`config.mk`:
```
export PLATFORM = sky130hd
export DESIGN_NAME = stlc_link_ctrl
export DESIGN_NICKNAME = d
export VERILOG_FILES = /design/src/stlc_pkg.sv /design/src/stlc_sync.sv /design/src/stlc_axil.sv /design/src/stlc_link_ctrl.sv
export VERILOG_INCLUDE_DIRS = /design/src
export SDC_FILE = /design/constraint.sdc
export NUM_CORES = 1
export LEC_CHECK = 0
export BUFFER_PORTS_ARGS = -buffer_cell sky130_fd_sc_hd__buf_2
export CAP_MARGIN = 40
export CELL_PAD_IN_SITES_DETAIL_PLACEMENT = 0
export CELL_PAD_IN_SITES_GLOBAL_PLACEMENT = 1
export CORE_MARGIN = 1
export CORE_UTILIZATION = 40
export DETAILED_ROUTE_END_ITERATION = 10
export PLACE_DENSITY = 0.79
export SYNTH_ARGS = -nofsm -noshare
export SYNTH_HDL_FRONTEND = slang
export SYNTH_SLANG_ARGS = --single-unit
export TNS_END_PERCENT = 5
```
`constraint.sdc`:
```
create_clock -name clk_sys -period 4 [get_ports clk_sys]
set_input_delay 0.8 -clock clk_sys [delete_from_list [all_inputs] [get_ports clk_sys]]
set_output_delay 0.8 -clock clk_sys [all_outputs]
set_load 0.05 [all_outputs]
```
`src/stlc_cfg.svh`:
```
// Purpose: Constants of the serial transmit link control block
// Assumes: Included by bare name; definitions only
// Notes: Register offsets are word indexes; byte address is index * 4
`ifndef STLC_CFG_SVH
`define STLC_CFG_SVH
// ----------------------------------------
// Register map
// ----------------------------------------
`define STLC_IDX_CTRL_A 14'h0571
`define STLC_IDX_CTRL_B 14'h0572
`define STLC_IDX_CTRL_C 14'h0578
`define STLC_IDX_STATUS 14'h0579
`define STLC_RST_CTRL_A 8'h14
`define STLC_RST_CTRL_B 8'h00
`define STLC_RST_CTRL_C 8'h00
`define STLC_MASK_CTRL_B 8'hf7
`define STLC_SEL_A 2'h0
`define STLC_SEL_B 2'h1
`define STLC_SEL_C 2'h2
`define STLC_RESP_OKAY 2'h0
`define STLC_RESP_SLVERR 2'h2
// ----------------------------------------
// Field positions
// ----------------------------------------
`define STLC_A_STBY_SEL 7
`define STLC_A_LONG_TPL 5
`define STLC_A_LANE_SYNC 4
`define STLC_A_ILAS_HI 3
`define STLC_A_ILAS_LO 2
`define STLC_A_FRAME_ALIGN_CHAR_INSERT_DIS 1
`define STLC_A_LINK_PD 0
`define STLC_B_SYNC_HI 7
`define STLC_B_SYNC_LO 6
`define STLC_B_SYNC_INV 5
`define STLC_B_SYNC_TYPE 4
`define STLC_C_STANDBY 0
// ----------------------------------------
// Mode codes and control characters
// ----------------------------------------
`define STLC_ILAS_OFF 2'h0
`define STLC_ILAS_LOOP 2'h3
`define STLC_SYNC_FORCE_CGS 2'h2
`define STLC_SYNC_FORCE_DATA 2'h3
`define STLC_ILAS_LAST_MF 2'h3
`define STLC_K28_0 8'h1c
`define STLC_K28_3 8'h7c
`define STLC_K28_4 8'h9c
`define STLC_K28_5 8'hbc
`define STLC_K28_7 8'hfc
`endif

```
`src/stlc_pkg.sv`:
```
// Purpose: Types of the serial transmit link control block
// Assumes: Used with package-qualified names only
// Notes: Constants live in stlc_cfg.svh
package stlc_pkg;
  // ----------------------------------------
  // Link states and carriers
  // ----------------------------------------
  typedef enum logic [2:0] {ST_OFF, ST_CGS, ST_WAIT, ST_ILAS, ST_DATA} stlc_state_t;

  typedef struct packed {
    logic [7:0] stat;
    logic [7:0] c;
    logic [7:0] b;
    logic [7:0] a;
  } stlc_regs_t;

  typedef struct packed {
    logic stb;
    logic [1:0] sel;
    logic [7:0] data;
  } stlc_wr_t;

  typedef struct packed {
    logic [7:0] octet;
    logic is_k;
  } stlc_lane_t;
endpackage : stlc_pkg

```
`src/stlc_sync.sv`:
```
// Purpose: Sync request receiver select and synchroniser
// Assumes: Pins are asynchronous to clk_sys
// Notes: Selection sits before the first flop, so only flop two is read
`timescale 1ns/10ps
`default_nettype none
module stlc_sync (
  input wire logic clk_sys, // System clock
  input wire logic srst, // Sync reset, active high
  input wire logic type_cmos, // 1 selects the single-ended receiver
  input wire logic pin_diff, // Differential receiver level
  input wire logic pin_cmos, // Single-ended receiver level
  output logic sync_lvl // Synchronised pin level
);
  logic raw;
  logic meta_q;

  assign raw = type_cmos ? pin_cmos : pin_diff;

  always_ff @(posedge clk_sys) begin
    if (srst) begin
      meta_q <= 1'b1;
      sync_lvl <= 1'b1;
    end else begin
      meta_q <= raw;
      sync_lvl <= meta_q;
    end
  end
endmodule : stlc_sync
`default_nettype wire

```
`src/stlc_axil.sv`:
```
// Purpose: AXI4-Lite slave for the link control registers
// Assumes: One write and one read in flight; only byte lane 0 is used
// Notes: Unmapped or misaligned addresses answer SLVERR, reads return zero
`include "stlc_cfg.svh"
`timescale 1ns/10ps
`default_nettype none
module stlc_axil #(
  parameter int unsigned AW = 16
) (
  input wire logic clk_sys, // System clock
  input wire logic srst, // Sync reset, active high
  input wire logic [AW-1:0] s_axi_awaddr, // Write address
  input wire logic s_axi_awvalid, // Write address valid
  output logic s_axi_awready, // Write address ready
  input wire logic [31:0] s_axi_wdata, // Write data
  input wire logic [3:0] s_axi_wstrb, // Write strobes
  input wire logic s_axi_wvalid, // Write data valid
  output logic s_axi_wready, // Write data ready
  output logic [1:0] s_axi_bresp, // Write response
  output logic s_axi_bvalid, // Write response valid
  input wire logic s_axi_bready, // Write response ready
  input wire logic [AW-1:0] s_axi_araddr, // Read address
  input wire logic s_axi_arvalid, // Read address valid
  output logic s_axi_arready, // Read address ready
  output logic [31:0] s_axi_rdata, // Read data
  output logic [1:0] s_axi_rresp, // Read response
  output logic s_axi_rvalid, // Read data valid
  input wire logic s_axi_rready, // Read data ready
  input wire stlc_pkg::stlc_regs_t regs, // Register read values
  output stlc_pkg::stlc_wr_t wr // Register write strobe
);
  logic [AW-1:0] awaddr_q;
  logic [7:0] wdata_q;
  logic wstrb0_q;
  logic [13:0] widx, ridx;
  logic whit, rhit, wr_go;
  logic [1:0] wsel;
  logic [7:0] rval;

  // ----------------------------------------
  // Decode
  // ----------------------------------------
  assign widx = 14'(awaddr_q >> 2);
  assign ridx = 14'(s_axi_araddr >> 2);
  assign wsel = (widx == `STLC_IDX_CTRL_A) ? `STLC_SEL_A :
                (widx == `STLC_IDX_CTRL_B) ? `STLC_SEL_B : `STLC_SEL_C;
  assign whit = (awaddr_q[1:0] == 2'h0) && ((widx == `STLC_IDX_CTRL_A) ||
                (widx == `STLC_IDX_CTRL_B) || (widx == `STLC_IDX_CTRL_C) ||
                (widx == `STLC_IDX_STATUS));
  assign rhit = (s_axi_araddr[1:0] == 2'h0) && ((ridx == `STLC_IDX_CTRL_A) ||
                (ridx == `STLC_IDX_CTRL_B) || (ridx == `STLC_IDX_CTRL_C) ||
                (ridx == `STLC_IDX_STATUS));
  assign rval = !rhit ? 8'h00 : (ridx == `STLC_IDX_CTRL_A) ? regs.a :
                (ridx == `STLC_IDX_CTRL_B) ? regs.b :
                (ridx == `STLC_IDX_CTRL_C) ? regs.c : regs.stat;
  // Both halves held, no answer pending: commit once
  assign wr_go = !s_axi_awready && !s_axi_wready && !s_axi_bvalid;
  // Status is read-only, so a write to it is taken and dropped
  assign wr.stb = wr_go && whit && wstrb0_q && (widx != `STLC_IDX_STATUS);
  assign wr.sel = wsel;
  assign wr.data = wdata_q;

  // ----------------------------------------
  // Write channels
  // ----------------------------------------
  always_ff @(posedge clk_sys) begin
    if (srst) begin
      s_axi_awready <= 1'b1;
      s_axi_wready <= 1'b1;
      s_axi_bvalid <= 1'b0;
      s_axi_bresp <= `STLC_RESP_OKAY;
      awaddr_q <= '0;
      wdata_q <= 8'h00;
      wstrb0_q <= 1'b0;
    end else begin
      if (s_axi_awvalid && s_axi_awready) begin
        awaddr_q <= s_axi_awaddr;
        s_axi_awready <= 1'b0;
      end
      if (s_axi_wvalid && s_axi_wready) begin
        wdata_q <= s_axi_wdata[7:0];
        wstrb0_q <= s_axi_wstrb[0];
        s_axi_wready <= 1'b0;
      end
      if (wr_go) begin
        s_axi_bvalid <= 1'b1;
        s_axi_bresp <= whit ? `STLC_RESP_OKAY : `STLC_RESP_SLVERR;
      end
      if (s_axi_bvalid && s_axi_bready) begin
        s_axi_bvalid <= 1'b0;
        s_axi_awready <= 1'b1;
        s_axi_wready <= 1'b1;
      end
    end
  end

  // ----------------------------------------
  // Read channels
  // ----------------------------------------
  always_ff @(posedge clk_sys) begin
    if (srst) begin
      s_axi_arready <= 1'b1;
      s_axi_rvalid <= 1'b0;
      s_axi_rdata <= 32'h0000_0000;
      s_axi_rresp <= `STLC_RESP_OKAY;
    end else if (s_axi_arvalid && s_axi_arready) begin
      s_axi_arready <= 1'b0;
      s_axi_rvalid <= 1'b1;
      s_axi_rdata <= {24'h00_0000, rval};
      s_axi_rresp <= rhit ? `STLC_RESP_OKAY : `STLC_RESP_SLVERR;
    end else if (s_axi_rvalid && s_axi_rready) begin
      s_axi_rvalid <= 1'b0;
      s_axi_arready <= 1'b1;
    end
  end
endmodule : stlc_axil
`default_nettype wire

```
`src/stlc_link_ctrl.sv`:
```
// Purpose: Transmit link control: sync handling, alignment, test modes
// Assumes: One octet per clk_sys cycle on a single lane
// Notes: Sample input is same-domain logic; sync pins are asynchronous
//
// The AXI4-Lite slave port is this design's own decision.
`include "stlc_cfg.svh"
`timescale 1ns/10ps
`default_nettype none
module stlc_link_ctrl #(
  parameter int unsigned AW = 16,
  parameter int unsigned FRAME_OCTETS = 2,
  parameter int unsigned MF_FRAMES = 32
) (
  input wire logic clk_sys, // System clock, 50 MHz
  input wire logic srst, // Sync reset, active high
  input wire logic [AW-1:0] s_axi_awaddr, // Write address
  input wire logic s_axi_awvalid, // Write address valid
  output logic s_axi_awready, // Write address ready
  input wire logic [31:0] s_axi_wdata, // Write data
  input wire logic [3:0] s_axi_wstrb, // Write strobes
  input wire logic s_axi_wvalid, // Write data valid
  output logic s_axi_wready, // Write data ready
  output logic [1:0] s_axi_bresp, // Write response
  output logic s_axi_bvalid, // Write response valid
  input wire logic s_axi_bready, // Write response ready
  input wire logic [AW-1:0] s_axi_araddr, // Read address
  input wire logic s_axi_arvalid, // Read address valid
  output logic s_axi_arready, // Read address ready
  output logic [31:0] s_axi_rdata, // Read data
  output logic [1:0] s_axi_rresp, // Read response
  output logic s_axi_rvalid, // Read data valid
  input wire logic s_axi_rready, // Read data ready
  input wire logic [7:0] sample_in, // Converter sample octet
  input wire logic sync_request_input_diff, // Sync pin, differential, low requests
  input wire logic sync_request_input_cmos, // Sync pin, single-ended, low requests
  output stlc_pkg::stlc_lane_t tx_lane_q, // Lane octet and control flag
  output logic link_clk_en_q // Link clock gate enable
);
  logic [7:0] ctrl_a_q, ctrl_b_q, ctrl_c_q;
  stlc_pkg::stlc_regs_t regs;
  stlc_pkg::stlc_wr_t wr;
  stlc_pkg::stlc_state_t state_q, state_d;
  stlc_pkg::stlc_lane_t lane_d;
  logic [7:0] octet_cnt_q, frame_cnt_q, mf_pos_q, prev_last_q;
  logic [1:0] ilas_mf_q;
  logic prev_ok_q;
  logic sync_lvl, pd, run_rst, standby, stby_sel, long_tpl, lane_sync, frame_align_char_insert_dis;
  logic [1:0] ilas_mode, sync_mode;
  logic ilas_off, ilas_loop, sync_n, pin_req, req;
  logic end_frame, end_mf, lmfc_edge, align_hit, stby_k;
  logic [7:0] tpl_smp, data_smp, align_chr, ilas_oct;
  logic ilas_k;

  // ----------------------------------------
  // Register access
  // ----------------------------------------
  stlc_axil #(.AW(AW)) u_axil (
    .clk_sys(clk_sys),
    .srst(srst),
    .s_axi_awaddr(s_axi_awaddr),
    .s_axi_awvalid(s_axi_awvalid),
    .s_axi_awready(s_axi_awready),
    .s_axi_wdata(s_axi_wdata),
    .s_axi_wstrb(s_axi_wstrb),
    .s_axi_wvalid(s_axi_wvalid),
    .s_axi_wready(s_axi_wready),
    .s_axi_bresp(s_axi_bresp),
    .s_axi_bvalid(s_axi_bvalid),
    .s_axi_bready(s_axi_bready),
    .s_axi_araddr(s_axi_araddr),
    .s_axi_arvalid(s_axi_arvalid),
    .s_axi_arready(s_axi_arready),
    .s_axi_rdata(s_axi_rdata),
    .s_axi_rresp(s_axi_rresp),
    .s_axi_rvalid(s_axi_rvalid),
    .s_axi_rready(s_axi_rready),
    .regs(regs),
    .wr(wr)
  );

  always_ff @(posedge clk_sys) begin
    if (srst) begin
      ctrl_a_q <= `STLC_RST_CTRL_A;
      ctrl_b_q <= `STLC_RST_CTRL_B;
      ctrl_c_q <= `STLC_RST_CTRL_C;
    end else if (wr.stb) begin
      if (wr.sel == `STLC_SEL_A) ctrl_a_q <= wr.data;
      if (wr.sel == `STLC_SEL_B) ctrl_b_q <= wr.data & `STLC_MASK_CTRL_B;
      if (wr.sel == `STLC_SEL_C) ctrl_c_q <= wr.data;
    end
  end

  assign regs.a = ctrl_a_q;
  assign regs.b = ctrl_b_q;
  assign regs.c = ctrl_c_q;
  assign regs.stat = {3'h0, pd, pin_req, state_q};

  // ----------------------------------------
  // Control fields
  // ----------------------------------------
  assign pd = ctrl_a_q[`STLC_A_LINK_PD];
  assign run_rst = srst || pd;
  assign standby = ctrl_c_q[`STLC_C_STANDBY];
  assign stby_sel = ctrl_a_q[`STLC_A_STBY_SEL];
  assign long_tpl = ctrl_a_q[`STLC_A_LONG_TPL];
  assign lane_sync = ctrl_a_q[`STLC_A_LANE_SYNC];
  assign frame_align_char_insert_dis = ctrl_a_q[`STLC_A_FRAME_ALIGN_CHAR_INSERT_DIS];
  assign ilas_mode = ctrl_a_q[`STLC_A_ILAS_HI:`STLC_A_ILAS_LO];
  assign sync_mode = ctrl_b_q[`STLC_B_SYNC_HI:`STLC_B_SYNC_LO];
  assign ilas_off = ilas_mode == `STLC_ILAS_OFF;
  assign ilas_loop = ilas_mode == `STLC_ILAS_LOOP;

  // ----------------------------------------
  // Sync request
  // ----------------------------------------
  stlc_sync u_sync (
    .clk_sys(clk_sys),
    .srst(srst),
    .type_cmos(ctrl_b_q[`STLC_B_SYNC_TYPE]),
    .pin_diff(sync_request_input_diff),
    .pin_cmos(sync_request_input_cmos),
    .sync_lvl(sync_lvl)
  );

  assign sync_n = sync_lvl ^ ctrl_b_q[`STLC_B_SYNC_INV];
  // Receiver asserts low and holds until aligned
  assign pin_req = !sync_n;
  // Unlisted code 01 behaves as normal mode
  assign req = (sync_mode == `STLC_SYNC_FORCE_CGS) ? 1'b1 :
               (sync_mode == `STLC_SYNC_FORCE_DATA) ? 1'b0 : pin_req;

  // ----------------------------------------
  // Frame and multiframe counters
  // ----------------------------------------
  assign end_frame = octet_cnt_q == 8'(FRAME_OCTETS - 1);
  assign end_mf = end_frame && (frame_cnt_q == 8'(MF_FRAMES - 1));
  assign lmfc_edge = (octet_cnt_q == 8'h00) && (frame_cnt_q == 8'h00);

  always_ff @(posedge clk_sys) begin
    if (run_rst) begin
      octet_cnt_q <= 8'h00;
      frame_cnt_q <= 8'h00;
      mf_pos_q <= 8'h00;
    end else begin
      octet_cnt_q <= end_frame ? 8'h00 : octet_cnt_q + 8'h01;
      mf_pos_q <= end_mf ? 8'h00 : mf_pos_q + 8'h01;
      if (end_mf) frame_cnt_q <= 8'h00;
      else if (end_frame) frame_cnt_q <= frame_cnt_q + 8'h01;
    end
  end

  // ----------------------------------------
  // Link state
  // ----------------------------------------
  always_comb begin
    state_d = state_q;
    case (state_q)
      stlc_pkg::ST_OFF: state_d = stlc_pkg::ST_CGS;
      stlc_pkg::ST_CGS: begin
        if (!req) state_d = stlc_pkg::ST_WAIT;
      end
      stlc_pkg::ST_WAIT: begin
        // Switch on the last octet so the sequence opens on the edge
        if (req) state_d = stlc_pkg::ST_CGS;
        else if (end_mf) state_d = ilas_off ? stlc_pkg::ST_DATA : stlc_pkg::ST_ILAS;
      end
      stlc_pkg::ST_ILAS: begin
        if (req) state_d = stlc_pkg::ST_CGS;
        else if (end_mf && ilas_mf_q == `STLC_ILAS_LAST_MF && !ilas_loop) begin
          state_d = stlc_pkg::ST_DATA;
        end
      end
      stlc_pkg::ST_DATA: begin
        if (req) state_d = stlc_pkg::ST_CGS;
      end
      default: state_d = stlc_pkg::ST_OFF;
    endcase
  end

  always_ff @(posedge clk_sys) begin
    if (run_rst) begin
      state_q <= stlc_pkg::ST_OFF;
      ilas_mf_q <= 2'h0;
    end else begin
      state_q <= state_d;
      if (state_q != stlc_pkg::ST_ILAS) ilas_mf_q <= 2'h0;
      else if (end_mf) ilas_mf_q <= ilas_mf_q + 2'h1;
    end
  end

  // ----------------------------------------
  // Lane data
  // ----------------------------------------
  assign tpl_smp = {frame_cnt_q[3:0], octet_cnt_q[3:0]};
  assign data_smp = long_tpl ? tpl_smp :
                    ((standby && !stby_sel) ? 8'h00 : sample_in);
  assign stby_k = standby && stby_sel;
  // Repeat of last frame octet is replaced by an alignment char
  assign align_hit = !frame_align_char_insert_dis && end_frame && prev_ok_q &&
                     (data_smp == prev_last_q);
  assign align_chr = (lane_sync && end_mf) ? `STLC_K28_3 : `STLC_K28_7;
  assign ilas_k = lmfc_edge || end_mf ||
                  ((ilas_mf_q == 2'h1) && (frame_cnt_q == 8'h00) && (octet_cnt_q == 8'h01));
  assign ilas_oct = lmfc_edge ? `STLC_K28_0 : end_mf ? `STLC_K28_3 :
                    ilas_k ? `STLC_K28_4 : mf_pos_q;

  always_comb begin
    lane_d = '0;
    case (state_q)
      stlc_pkg::ST_CGS, stlc_pkg::ST_WAIT: lane_d = {`STLC_K28_5, 1'b1};
      stlc_pkg::ST_ILAS: lane_d = {ilas_oct, ilas_k};
      stlc_pkg::ST_DATA: lane_d = align_hit ? {align_chr, 1'b1} : {data_smp, 1'b0};
      default: lane_d = '0;
    endcase
    if (stby_k && state_q != stlc_pkg::ST_OFF) lane_d = {`STLC_K28_5, 1'b1};
  end

  always_ff @(posedge clk_sys) begin
    if (run_rst) begin
      tx_lane_q <= '0;
      prev_last_q <= 8'h00;
      prev_ok_q <= 1'b0;
    end else begin
      tx_lane_q <= lane_d;
      if (state_q != stlc_pkg::ST_DATA) prev_ok_q <= 1'b0;
      else if (end_frame) begin
        prev_last_q <= data_smp;
        prev_ok_q <= 1'b1;
      end
    end
  end

  always_ff @(posedge clk_sys) begin
    if (srst) link_clk_en_q <= 1'b0;
    else link_clk_en_q <= !pd;
  end
endmodule : stlc_link_ctrl
`default_nettype wire

```
After elaboration in Yosys (flattened, before gate mapping)
Index checks and enable logic that the tools add are counted.

Equality and inequality tests: 29. Reductions and logical operators: 63. Mux-type cells: 32. Bitwise operators: 2. Add/subtract/negate cells: 4.

Operators by type and width (count): $eq 14x11->1 const B (8); $mux 8 (10); $pmux 9 s3 (1); $logic_and 1x1->1 (25); $add 8x1->8 const B (3); $mux 3 (7); $mux 9 (2); $logic_not 8->1 (2); $pmux 3 s5 (1); $ne 14x11->1 const B (1); $reduce_or 2->1 (7); $eq 2x2->1 const B (5); $logic_or 1x1->1 (9); $ne 3x3->1 const B (3); $eq 8x1->1 const B (1); $eq 8x5->1 const B (1); $eq 8x8->1 (1); $logic_not 1->1 (8); $logic_not 2->1 (4); $mux 2 (4); $reduce_and 2->1 (4); $mux 1 (7); $eq 3x2->1 const B (2); $eq 2x1->1 const B (2); 11 further kinds (12).

Register bits: 115. Input bits: 85. Output and inout port bits: 51. Logic and storage cells: 157.

Depth between registers and ports, before layout
Gate-level depths: netlist (run 1).

Word-level depth: 9. Depth in mapped cells: 9. Mapped depth without buffers: 8.

Modules after synthesis
From an unflattened synthesis (run 1), not the netlist that was laid out.

Cells, all modules: 647. Area total of the unflattened synthesis: 5622.9 um2.

By module, submodules not included: stlc_link_ctrl (area each 3489.6 um2, sequential area each 1421.4 um2, instances 1, cells an instance 393); stlc_axil (area each 2072.0 um2, sequential area each 800.8 um2, instances 1, cells an instance 249); stlc_sync (area each 61.3 um2, sequential area each 40.0 um2, instances 1, cells an instance 5).

Worst setup path after synthesis (run 1)
OpenSTA, ideal clock, no wires.

Path type: input to register. Start: input port s_axi_araddr[11]. End: register u_axil.s_axi_rdata[3]. Slack: 1.411 ns. Setup time: 0.125 ns. Data required time: 3.875 ns. Buffers on the path: 0. Stages: 6. Arrival: 2.464 ns. Path through: or4b_2 nor3_1 o21ai_0 a32o_1 a21oi_1 o21ai_0.

Word-level cells in the longest chain between the ends: 6. Elaborated cells between the ends (all ways): 12. Those cells by class: 4 x eq/ne; 4 x mux; 4 x reduce/logical.

RTL lines: start, declared (line stlc_link_ctrl.sv:26) `input wire logic [AW-1:0] s_axi_araddr,`; branches (longest 5 deep; another with $eq 14x11->1); $mux 8 (*) (line stlc_axil.sv:53) `` assign rval = !rhit ? 8'h00 : (ridx == `STLC_IDX_CTRL_A) ? regs.a : ``; end signal, assigned (line stlc_axil.sv:109) `s_axi_rdata <= {24'h00_0000, rval};`; end, declared (line stlc_axil.sv:25) `output logic [31:0] s_axi_rdata,`.

Every way passes the cells marked *. A chain may end at the register's enable or synchronous reset.

Worst setup path in the final report (run 1)
Start: register ctrl_a_q[5]. End: register tx_lane_q[7] (netlist name).

Word-level cells in the longest chain between the ends: 5.

RTL lines: start, declared (line stlc_link_ctrl.sv:39) `logic [7:0] ctrl_a_q, ctrl_b_q, ctrl_c_q;`; start signal, assigned (line stlc_link_ctrl.sv:83) `` ctrl_a_q <= `STLC_RST_CTRL_A; ``; start signal, assigned (line stlc_link_ctrl.sv:87) `` if (wr.sel == `STLC_SEL_A) ctrl_a_q <= wr.data; ``; $mux 8 (*) (line stlc_link_ctrl.sv:195) `assign data_smp = long_tpl ? tpl_smp :`; $eq 8x8->1 (line stlc_link_ctrl.sv:200) `(data_smp == prev_last_q);`; $logic_and 1x1->1 (line stlc_link_ctrl.sv:199) `assign align_hit = !frame_align_char_insert_dis && end_frame && prev_ok_q &&`; $mux 9 (*) (line stlc_link_ctrl.sv:212) `stlc_pkg::ST_DATA: lane_d = align_hit ? {align_chr, 1'b1} : {data_smp, 1'b0};`; $pmux 9 s3 (*) (line stlc_link_ctrl.sv:209) `case (state_q)`; end signal, assigned (line stlc_link_ctrl.sv:224) `tx_lane_q <= lane_d;`; end, declared (line stlc_link_ctrl.sv:36) `output stlc_pkg::stlc_lane_t tx_lane_q,`.

Mark *: on every way between the ends. The rest lies on a longest branch, timed or not.

==> results of run 1 <==
## cell type report
| type | count | area [um2] |
|---|---|---|
| flip-flops and latches | 113 | 2262 |
| inverters | 13 | 48.80 |
| clock inverters | 9 | 108.9 |
| fillers | 1243 | 6447 |
| clock buffers | 22 | 464.2 |
| multi-input cells | 483 | 2794 |
| repair buffers | 85 | 432.9 |
| well taps | 172 | 215.2 |
## state kept, by name, summed over array words and instances (netlist names), 2 cells and up
| register | count |
|---|---|
| tx_lane_q | 9 |
| ctrl_a_q | 8 |
| prev_last_q | 8 |
| ctrl_b_q | 7 |
| mf_pos_q | 8 |
| u_axil.s_axi_rdata | 8 |
| state_q | 3 |
| ilas_mf_q | 2 |
| octet_cnt_q | 8 |
| u_axil.awaddr_q | 16 |
| u_axil.wdata_q | 8 |
| frame_cnt_q | 8 |
| ctrl_c_q | 8 |
## worst register-to-register path, cell delays in order (launching register included)
cell and delay [ns]:
sky130_fd_sc_hd__dfxtp_1 0.75, sky130_fd_sc_hd__nand2_1 0.15, sky130_fd_sc_hd__o311a_1 0.17, sky130_fd_sc_hd__or4b_1 0.51
sky130_fd_sc_hd__or4_4 0.52, sky130_fd_sc_hd__o21a_1 0.20, sky130_fd_sc_hd__a221oi_2 0.25
## cells by family after synthesis
| group | after synthesis |
|---|---|
| fa+ha+maj | 8 |
| simple gates | 266 |
| buf+inv | 64 |
| flops | 113 |
| mux | 22 |
| other cells | 1 |
| xor+xnor | 29 |
| compound gates | 132 |
## through the flow
step	instance area [um2]	utilization, %	hold slack (ns)	cells
after detailed placement	5753	45.04	0.4080	866
after CTS	6326	49.52	0.4210	897
after global routing	6326	49.52	0.4370	897
final	6326	49.52	0.4244	897
after floorplan	5403	-	0.3895	660
after global placement	5753	45.04	0.3973	866
## metal layers
layer  part of all wire, %  global-route usage [%]  wire [um]  vias to the layer above
met4                   2.0                   7.932        243                        0
met5                     0                       0          0                        -
met1                    46                   23.86       5550                     2075
met2                    47                   31.41       5754                      120
li1                      -                       -          -                     2311
met3                   4.9                   5.767        597                       20
## final timing paths
path,from,end,slack [ns],cells past startpoint
hold reg to reg,u_sync.meta_q,u_sync.sync_lvl,0.42,1
hold / removal,u_sync.meta_q,u_sync.sync_lvl,0.42,1
setup reg to reg,ctrl_a_q[5],tx_lane_q[7],1.35,6
setup / recovery,ctrl_a_q[5],tx_lane_q[7],1.35,6
## synth_stat cells, types with 2 or more instances
cell type                   number
sky130_fd_sc_hd__nor3b_1         2
sky130_fd_sc_hd__a211oi_1        3
sky130_fd_sc_hd__nand3_1        19
sky130_fd_sc_hd__nand2b_1        8
sky130_fd_sc_hd__and2_1          3
sky130_fd_sc_hd__nor3_1         12
sky130_fd_sc_hd__nand2_1        78
sky130_fd_sc_hd__a21o_1          4
sky130_fd_sc_hd__clkbuf_1       20
sky130_fd_sc_hd__or4_1           2
sky130_fd_sc_hd__a221oi_1        5
sky130_fd_sc_hd__and3_1          8
sky130_fd_sc_hd__o21a_1          3
sky130_fd_sc_hd__nand4_1         8
sky130_fd_sc_hd__a21oi_1        54
sky130_fd_sc_hd__ha_1            8
sky130_fd_sc_hd__a22oi_1        11
sky130_fd_sc_hd__xor2_1         12
sky130_fd_sc_hd__nor2b_1        17
sky130_fd_sc_hd__o31a_1          3
sky130_fd_sc_hd__nor4b_1         3
sky130_fd_sc_hd__dfxtp_1       113
sky130_fd_sc_hd__buf_1           2
sky130_fd_sc_hd__a211o_1         3
sky130_fd_sc_hd__nor4_1          5
sky130_fd_sc_hd__o22ai_1         2
sky130_fd_sc_hd__mux2i_1        22
sky130_fd_sc_hd__inv_1          13
sky130_fd_sc_hd__a2111oi_0       2
sky130_fd_sc_hd__o21ai_0        29
sky130_fd_sc_hd__nor2_1         80
sky130_fd_sc_hd__or2_2           5
sky130_fd_sc_hd__a221o_1         2
sky130_fd_sc_hd__xnor2_1        17
sky130_fd_sc_hd__buf_4          27
sky130_fd_sc_hd__or2b_2          2
sky130_fd_sc_hd__and2b_2         3
## power breakdown
part           switching (W)  internal, W  total, W  leakage [nW]
clock network       0.000499     0.000942   0.00144         0.268
logic               0.000234     0.000105  0.000339          1.45
registers          0.0000402      0.00117   0.00121         0.919
==> summary.md, run 1 <==
The cell at the root of the clock tree is sky130_fd_sc_hd__clkbuf_16. After detailed routing, the average wire length per cell comes to 13.54 um. At the later pin of the worst-skew pair, clock insertion delay measures 0.41 ns. Headroom to the max-slew limit came out at 50.13%. The floorplan step defined a core boundary enclosing 12770 um2. The mux cell area share after synthesis is 4.148%.

In the post-route analysis, the smallest setup slack over all paths is 1.349 ns. Power comes to 0.002988 W. The tools report the kind of start point of the critical path as a flop.

Once the clock tree was built, the resizer swapped 0 gates to a different size. The worst path in the final design needs a cycle of 2.651 ns, including I/O delays and setup. In the global route stage, overall resource usage came out at 19.32%. TritonCTS created 17 clock buffers. After technology mapping, the gate count stands at 635.

The count of endpoints failing hold in the final timing report was 0. Share of synthesized cell area in full adder, half adder and majority cells: 1.885%. The number of warning messages in the yosys log was 0. The count of TritonRoute iterations in the first routing pass was 4. Number of H-tree branching levels: 4. The tools report the final antenna-violating net count as 0.

On the critical path, the stage with the largest delay is an instance of sky130_fd_sc_hd__dfxtp_1. Dividing the detail-routed via count by the number of cells gives 5.046. Leaving out fill and tap cells, the most frequent cells in the layout are sky130_fd_sc_hd__dfxtp_1 (113), sky130_fd_sc_hd__buf_2 (82), sky130_fd_sc_hd__nor2_1 (80).

During I/O placement, the number of pins put on the boundary was 136. The worst setup timing slack at the placement stage is 1.179 ns, and the arrival time of data at the critical path endpoint is 2.96 ns. The share of synthesized area in the top cell type comes to 42.61%. The logs give 0.2910 mV for the worst IR drop on VDD and 41 for the standard-cell row count.

The overall die width is 117.2 um, and the first-pass GRT wire length is 20220 um. For this run, the top clock speed supported by timing is 377.2 MHz. The detailed-placement wirelength estimate was 8840 um. The cell taking the most area after synthesis was sky130_fd_sc_hd__dfxtp_1. In the post-synthesis netlist, the biggest area contributors are sky130_fd_sc_hd__dfxtp_1 (43%), sky130_fd_sc_hd__nor2_1 (5.7%), sky130_fd_sc_hd__nand2_1 (5.5%), sky130_fd_sc_hd__a21oi_1 (5.1%), sky130_fd_sc_hd__mux2i_1 (4.1%).

The number of violations of the max-capacitance limit came out at 0. After clock tree synthesis, the clock-pin slew on the worst setup and hold paths is 0.05 ns. The remaining global-route overflow was 0. The post-synthesis share of cell area spent on and, or, nand and nor gates was 24.32%.

The die covers 13740 um2. The number of buffers inserted to repair setup after CTS came out at 0. Gate family responsible for the most delay along the worst path: simple AND/OR/NAND/NOR gates.

The buffer and inverter count on the worst path works out to 0. Flip-flop cell with the highest count after synthesis: sky130_fd_sc_hd__dfxtp_1. Setup violations remaining at the end of the flow were counted as 0. After the first detailed-routing iteration, the DRC count stood at 232.

The run gives 0 as the initial antenna violation count. The signed area change from the synthesized netlist to the final layout works out to 19.16%. The tools report the number of sinks on the clock net as 113. A synthesized cell averages 8.360 um2. For the setup TNS, the log shows 0 ns. The worst hold path belongs to the class flop to flop.

The data required time of the worst path was 4.31 ns. The run finished with clean final reports. The maximum net fanout on the critical path works out to 21.

The clock arrives with 0.006225 ns of skew. TritonCTS built the clock tree. The logs give 4289 for the number of global-route vias before repair and 12150 um for the final wirelength. The measured slew at the worst slew-check pin works out to 0.7436 ns. In this run, synthesis produced a sequential element count of 113. The logs give 0 for the count of inserted antenna diode cells and 0 for the remaining routing DRC violations. After synthesis, the netlist uses 62 different library cells. For the post-synthesis sequential area ratio, the log shows 42.61%. The number of enable-type register cells in the synthesized netlist was 0; the overall die height was 117.2 um.

The leading cell type in the layout, fill and taps excluded was sky130_fd_sc_hd__dfxtp_1. The run gives 41.56% as the initial core utilization. Setup repair after global routing left no endpoint under its margin. Critical path start-end classification: flop to flop.

Dominant combinational cell family by area after synthesis: simple AND/OR/NAND/NOR gates. The run gives 59 as the largest net degree at the start of global routing. The delay of the slowest critical-path stage came out at 0.75 ns. The critical path goes through nand2_1, o311a_1, or4b_1, or4_4, o21a_1, a221oi_2.

Maximum clock path buffer count: 2. The number of hold buffers added after CTS was 0. Fraction of registers with async set or reset after synthesis: 0%. The total count of max-transition violations in the final report came out at 0. The number of buffers added on ports is 82, and the placer congestion estimate is 0.8466. For the post-layout net count, the log shows 806. The areal power density over the cells is 472.3 nW/um2. The category of the worst setup path capture point is a flop. Fraction of final layout cells with drive strength greater than 1: 18.21%. The synthesized netlist devotes 15.53% of its cell area to compound gates. For the static leakage power, the log shows 2.634 nW. The synthesized netlist devotes 4.784% of its cell area to XOR and XNOR gates. The combined area of all synthesized cells is 5309 um2.

The tools report the total vias in the final route as 4526. The share of the clock period used by the worst path after layout is 66.28%.
(Power assumes the default switching activity.)
==> run 2: changes to the inputs <==
- CORE_UTILIZATION: 40 -> 39
- PLACE_DENSITY: 0.79 -> 0.77
- clock period: 4 -> 2.7 ns (I/O delays scaled with it)
==> run 2 against run 1 <==
Net effect:
- hold slack got worse by 0.099 ns
- global-route usage decreased by 0.83 points
- clock-buffer cell count decreased by 2
- combinational power increased by 53%
- die area increased by 2.5%
- sequential power increased by 48%
- final cell count increased by 2.2%
- first-iteration DRC count increased by 41%
- maximum frequency increased by 5.3%
- via count increased by 0.31%
- cell area increased by 3.9%
- critical endpoint unchanged
- largest cell class unchanged
- highest routed layer unchanged
==> summary.md, run 2 (synthesis results as in run 1) <==
The run finished with clean final reports. The placer congestion estimate was 0.8007 (-5.4%); the share of the clock period used by the worst path after layout was 93.23% (+27 points). The logs give 6179 um (+7.4%) for the met2 routed wirelength and 470 um (-21%) for the wire length on met3. The logs give 0 (unchanged) for the total count of max-transition violations in the final report and 5661 um (+2.0%) for the detailed-route wire length on metal 1. The tools report the remaining global-route overflow as 0 (unchanged). In the layout the commonest cells are sky130_fd_sc_hd__dfxtp_1 (113), sky130_fd_sc_hd__buf_2 (82), sky130_fd_sc_hd__nor2_1 (80). The count of endpoints failing hold in the final timing report was 0 (unchanged); the number of ports placed on the die boundary was 136 (unchanged).

The final antenna-violating net count is 0 (unchanged), and the total chip power is 0.004956 W (+66%). The worst IR drop on VDD is 0.4665 mV (+60%). The first-pass GRT wire length was 20350 um (+0.65%); the measured slew at the worst slew-check pin was 0.5935 ns (-0.1502 ns). The worst slew margin relative to its limit is 59.88% (+9.8 points). The detail-routed via count per cell was 4.951 (-1.9%). The die area came out at 14080 um2 (+2.5%). The areal power density over the cells works out to 754.3 nW/um2 (+60%). The run gives 49.61% (+0.088 points) as the core utilization of the finished layout. The library cell used most frequently in the layout, excluding fill and tap cells, is sky130_fd_sc_hd__dfxtp_1.

The count of instances resized after the clock tree is built is 0 (unchanged). The total vias in the final route was 4540 (+0.31%). In the final layout, the registers with the most flip-flops are u_axil.awaddr_q (16), tx_lane_q (9). The overall die width was 118.7 um (+1.2%); the data required time of the worst path was 3.02 ns (-1.29 ns). The logs give 2262 um2 (unchanged) for the storage element area and 4 (unchanged) for the number of H-tree branching levels.

The maximum clock path buffer count is 2 (unchanged), and the overall die height is 118.7 um (+1.2%). Initial antenna violation count: 0 (unchanged). The arrival time of data at the critical path endpoint was 2.84 ns (-0.12 ns).

For the remaining routing DRC violations, the log shows 0 (unchanged). The cell area reported after detailed placement is 5871 um2 (+2.0%), and the number of buffers added on ports is 82 (unchanged). The number of buffers inserted during clock tree synthesis was 17 (unchanged).

The setup TNS was 0 ns (unchanged); the number of violations of the max-capacitance limit was 0 (unchanged). CTS clock-pin slew for the worst setup and hold paths: 0.06 ns (about the same). The insertion delay to the later sink of the worst-skew pair was 0.42 ns (about the same); the post-layout net count was 821 (+1.9%). The maximum net fanout on the critical path was 12 (-43%). The run gives 0.009917 ns (+0.003692 ns) as the setup skew after layout. The kind of start point of the critical path is a flop. The run gives 326 (+41%) as the first-iteration detailed-routing DRC count. The number of buffers inserted to repair setup after CTS was 0 (unchanged).

TritonCTS built the clock tree. The number of sinks on the clock net was 113 (unchanged). The critical path is of the flop to flop type. For the initial core utilization, the log shows 40.09% (-1.5 points). The count of TritonRoute iterations in the first routing pass is 4 (unchanged), and the number of fillers in the final layout is 1310 (+5.4%). The hold-fix buffer count after cts is 0 (unchanged). The highest achievable clock rate is 397.2 MHz (+5.3%).

The tools report the largest net degree at the start of global routing as 54 (-8.5%). The post-layout minimum cycle time was 2.517 ns (-0.1338 ns); the final wirelength was 12500 um (+2.9%). The final cell area excluding filler cells is 6570 um2 (+3.9%). For the count of inserted antenna diode cells, the log shows 0 (unchanged).

Cell at the root of the clock tree: sky130_fd_sc_hd__clkbuf_16. Floorplan core area: 13240 um2 (+3.7%). Signal routing reaches up to met4.

The standard-cell row count is 42 (+2.4%), and the global router's overall resource usage is 18.49% (-0.83 points). The fraction of final layout cells with drive strength greater than 1 came out at 20.11% (+1.9 points). The run gives 9185 um (+3.9%) as the detailed-placement wirelength estimate. The final count of negative-setup-slack endpoints is 0 (unchanged), and the flip-flop count of the largest register after layout is 16 (unchanged). The number of global-route vias before repair was 4230 (-1.4%).

For the static leakage power, the log shows 2.775 nW (+5.4%). The signed area change from the synthesized netlist to the final layout was 23.76%; the wire length per cell was 13.63 um (+0.67%). Largest register by flop count: u_axil.awaddr_q. The worst setup path is captured at a flop. The area of the multi-input gates came out at 2794 um2 (unchanged). The tightest min-delay check is of the input port to flop type. Setup repair after global routing left no endpoint under its margin.
[run 2: changes by cell type in the layout (fill, tap and decap cells not counted)]
| cell | before | now |
|---|---|---|
| sky130_fd_sc_hd__clkinv_2 | 2 | 0 |
| sky130_fd_sc_hd__clkinv_4 | 1 | 2 |
| sky130_fd_sc_hd__inv_6 | 0 | 2 |
| sky130_fd_sc_hd__clkbuf_8 | 2 | 1 |
| sky130_fd_sc_hd__clkinvlp_4 | 4 | 1 |
| sky130_fd_sc_hd__bufinv_16 | 2 | 7 |
| sky130_fd_sc_hd__buf_4 | 3 | 18 |
| sky130_fd_sc_hd__clkbuf_1 | 3 | 2 |
[run 2: path summary, 6_finish.rpt]
check	cells after the start	from	slack, ns	to
setup / recovery	7	ctrl_a_q[5]	0.18	tx_lane_q[7]
hold / removal	2	s_axi_awvalid	0.33	u_axil.s_axi_awready
setup reg to reg	7	ctrl_a_q[5]	0.18	tx_lane_q[7]
hold reg to reg	1	u_sync.meta_q	0.42	u_sync.sync_lvl
[run 2: cell type report]
type / count / area share [%]
Tap cell: 176 / 3.352
Clock inverter: 12 / 3.847
Multi-Input combinational cell: 483 / 42.53
Clock buffer: 20 / 6.799
Inverter: 13 / 0.7427
Sequential cell: 113 / 34.43
Timing Repair Buffer: 100 / 8.303
[run 2: where the power goes]
| group | total, W | switching [W] | internal, W |
|---|---|---|---|
| clock | 0.00265 | 0.000795 | 0.00186 |
| combinational | 0.000518 | 0.000351 | 0.000168 |
| sequential | 0.00179 | 0.0000583 | 0.00173 |
| total | 0.00496 | 0.00120 | 0.00375 |
[run 2: per-stage QoR]
stage / worst slack, ns / hold slack [ns] / std cells
after floorplan: 0.3391 / 0.3895 / 660
after global placement: 0.1959 / 0.4021 / 885
after detailed placement: 0.1701 / 0.4050 / 885
after CTS: 0.1789 / 0.3097 / 917
after global routing: 0.08128 / 0.3150 / 917
final: 0.1827 / 0.3256 / 917
[run 2: metal layers]
layer	vias to the layer above	global-route usage [%]
met3	20	5.550
met4	0	7.278
li1	2331	-
met5	-	0
met1	2106	22.41
met2	83	30.56
[run 2: worst max-delay path, stage by stage (launching register included)]
cell                       delay, ns
sky130_fd_sc_hd__dfxtp_1        0.60
sky130_fd_sc_hd__buf_4          0.23
sky130_fd_sc_hd__nor2b_1        0.05
sky130_fd_sc_hd__a22oi_1        0.37
sky130_fd_sc_hd__xnor2_1        0.14
sky130_fd_sc_hd__or4_1          0.59
sky130_fd_sc_hd__o21a_1         0.23
sky130_fd_sc_hd__a221oi_2       0.22
==> run 3: changes to the inputs <==
- CELL_PAD_IN_SITES_DETAIL_PLACEMENT: 0 -> unset
- CELL_PAD_IN_SITES_GLOBAL_PLACEMENT: 1 -> unset
- CORE_MARGIN: 1 -> 1.5
- CORE_UTILIZATION: 39 -> 33
- PLACE_DENSITY: 0.77 -> 0.51
==> run 3 against run 2 <==
Net effect:
- clock-buffer cell count is 1 lower
- via count is 0.13% higher
- sequential share of layout area stayed put
- non-clock buffer count is 2 higher
- die area is 20% higher
- first-iteration DRC count is 33% lower
- critical endpoint unchanged
- largest cell class unchanged
- highest routed layer unchanged
==> summary.md, run 3 (synthesis results as in run 1) <==
The detail-routed via count per cell came out at 4.745 (-4.2%). The met3 demand-to-capacity share in global routing is 3.977% (-1.6 points). The met2 routing resource usage after global routing is 27.33% (-3.2 points), and the maximum net fanout on the critical path is 13 (+1). The share of the clock period used by the worst path after layout was 91.10% (-2.1 points). The number of buffers inserted to repair setup after CTS is 0 (unchanged). The layer flagged by global routing as most heavily used is met2. Arrival time of data at the critical path endpoint: 2.79 ns (-0.05 ns). Data required time of the worst path: 3.03 ns (about the same).

The total vias in the final route is 4546 (+0.13%), and the overall die width is 129.8 um (+9.4%). The logs give 136 (unchanged) for the number of ports placed on the die boundary and 927 (+4.7%) for the number of placed instances with taps included. Highest achievable clock rate: 406.6 MHz (+2.3%). Placer congestion estimate: 0.8098 (+1.1%). Number of H-tree branching levels: 4 (unchanged). The worst slew margin relative to its limit is 55.60% (-4.3 points). The largest net degree at the start of global routing was 58 (+7.4%); the met1 track demand over resource was 20.56% (-1.8 points).

The CTS clock-pin slew for the worst setup and hold paths was 0.06 ns (about the same); the total count of max-transition violations in the final report was 0 (unchanged). In the layout the commonest cells are sky130_fd_sc_hd__dfxtp_1 (113), sky130_fd_sc_hd__buf_2 (82), sky130_fd_sc_hd__nor2_1 (80). The leading cell type in the layout, fill and taps excluded is sky130_fd_sc_hd__dfxtp_1.

The run gives 9548 um (+3.9%) as the detailed-placement wirelength estimate. Counting flops per register, the top entry is u_axil.awaddr_q. The overall die height was 129.8 um (+9.4%); the count of non-filler cells in the finished layout was 958 (+4.5%). The remaining global-route overflow was 0 (unchanged). The final count of negative-setup-slack endpoints was 0 (unchanged).

The maximum clock path buffer count is 2 (unchanged), and the count of cells along the worst hold path is 2 (unchanged). The remaining routing DRC violations came out at 0 (unchanged). The worst setup path is of the flop to flop kind. The global router's overall resource usage is 16.61% (-1.9 points), and the areal power density over the cells is 716.6 nW/um2 (-5.0%). The run gives 0 (unchanged) as the hold-fix buffer count after cts. First-pass GRT wire length: 21720 um (+6.7%).

The flip-flop count of the largest register after layout works out to 16 (unchanged). The signed area change from the synthesized netlist to the final layout came out at 23.76% (unchanged). The cell depth of the worst flop-to-flop path is 6 (-1). The post-layout minimum cycle time is 2.460 ns (-0.05772 ns), and the initial antenna violation count is 0 (unchanged). For the number of global-route vias before repair, the log shows 4462 (+5.5%).

The path class of the tightest hold or removal check is input port to flop. The worst hold slack is 0.3303 ns (+0.004659 ns), and the number of buffers added on ports is 82 (unchanged). The run gives 0 (unchanged) as the number of violations of the max-capacitance limit. The run gives 0 (unchanged) as the count of inserted antenna diode cells. STA classifies the critical path endpoint as a flop. The run gives 1608 (+23%) as the number of fillers in the final layout. The insertion delay to the later sink of the worst-skew pair is 0.42 ns (about the same), and the total chip power is 0.004708 W (-5.0%). Setup repair after global routing left no endpoint under its margin. STA classifies the critical path startpoint as a flop.

The logs give 2262 um2 (unchanged) for the storage element area and 2794 um2 (unchanged) for the area of the multi-input gates. First-iteration detailed-routing DRC count: 218 (-33%). The standard-cell row count was 46 (+9.5%). For the number of buffers inserted during clock tree synthesis, the log shows 17 (unchanged). The final antenna-violating net count is 0 (unchanged), and the count of instances resized after the clock tree is built is 0 (unchanged). For the final wirelength, the log shows 12900 um (+3.2%). The cell at the root of the clock tree was sky130_fd_sc_hd__clkbuf_16. Wire length per cell: 13.47 um (-1.2%). The run gives 7 (+3) as the count of TritonRoute iterations in the first routing pass. The floorplan core area was 15770 um2 (+19%); the post-layout net count was 823 (+0.24%). For the setup skew after layout, the log shows 0.008706 ns (-0.001212 ns). The run gives 0 (unchanged) as the count of endpoints failing hold in the final timing report. TritonCTS built the clock tree.

The flow ran to the end, and the final reports show no timing, DRC or antenna violations. Setup TNS: 0 ns (unchanged). Worst IR drop on VDD: 0.4513 mV (-3.3%). The die area is 16860 um2 (+20%). The largest registers in the layout are u_axil.awaddr_q (16), tx_lane_q (9). The measured slew at the worst slew-check pin works out to 0.6646 ns (+0.07115 ns).

The static leakage power is 2.747 nW (-1.0%), and the number of sinks on the clock net is 113 (unchanged). The fraction of final layout cells with drive strength greater than 1 is 20.49% (+0.38 points), and the initial core utilization is 33.66% (-6.4 points).
## run 3: cell count changes in the layout (fill, tap and decap cells not counted)
| cell | change |
|---|---|
| sky130_fd_sc_hd__buf_4 | +2 |
| sky130_fd_sc_hd__bufinv_16 | -3 |
| sky130_fd_sc_hd__clkinv_2 | +1 |
| sky130_fd_sc_hd__clkbuf_1 | -2 |
| sky130_fd_sc_hd__clkbuf_8 | +1 |
| sky130_fd_sc_hd__clkinvlp_4 | +3 |
| sky130_fd_sc_hd__clkinv_4 | -1 |
## run 3: metal layers
layer  share of wire [%]  vias to the layer above
li1                    -                     2342
met1                  47                     2095
met2                  48                      102
met3                 4.4                        7
met4                0.80                        0
met5                   0                        -
## run 3: metrics by stage
step,cell area [um2],setup WS [ns],util (%)
after global routing,6570,0.1182,41.66
after CTS,6570,0.2378,41.66
after detailed placement,5936,0.1868,37.64
after global placement,5936,0.1958,37.64
after floorplan,5403,0.3391,-
final,6570,0.2404,41.66
## run 3: cell type report
| cell class | instances | area share [%] |
|---|---|---|
| sequential | 113 | 34.43 |
| clock buffer | 19 | 6.894 |
| tap | 216 | 4.113 |
| inverter | 13 | 0.7427 |
| clock inverter | 12 | 2.761 |
| timing repair buffer | 102 | 8.532 |
| multi-input combinational | 483 | 42.53 |
## run 3: critical path, cell delays in order (launching register included)
cell	delay [ns]
sky130_fd_sc_hd__dfxtp_1	0.63
sky130_fd_sc_hd__nand2_1	0.14
sky130_fd_sc_hd__o311a_1	0.16
sky130_fd_sc_hd__or4b_1	0.51
sky130_fd_sc_hd__or4_4	0.53
sky130_fd_sc_hd__o21a_1	0.20
sky130_fd_sc_hd__a221oi_2	0.21
## run 3: worst paths after layout
check                          to  slack, ns                    start
hold / removal      u_sync.meta_q       0.33  sync_request_input_cmos
setup / recovery     tx_lane_q[7]       0.24              ctrl_a_q[5]
hold reg to reg   u_sync.sync_lvl       0.42            u_sync.meta_q
setup reg to reg     tx_lane_q[7]       0.24              ctrl_a_q[5]
## run 3: power breakdown
group	switching [W]	internal [W]	leakage (nW)	total [W]
clock network	0.000807	0.00159	0.298	0.00240
logic	0.000355	0.000171	1.53	0.000526
registers	0.0000559	0.00173	0.919	0.00178
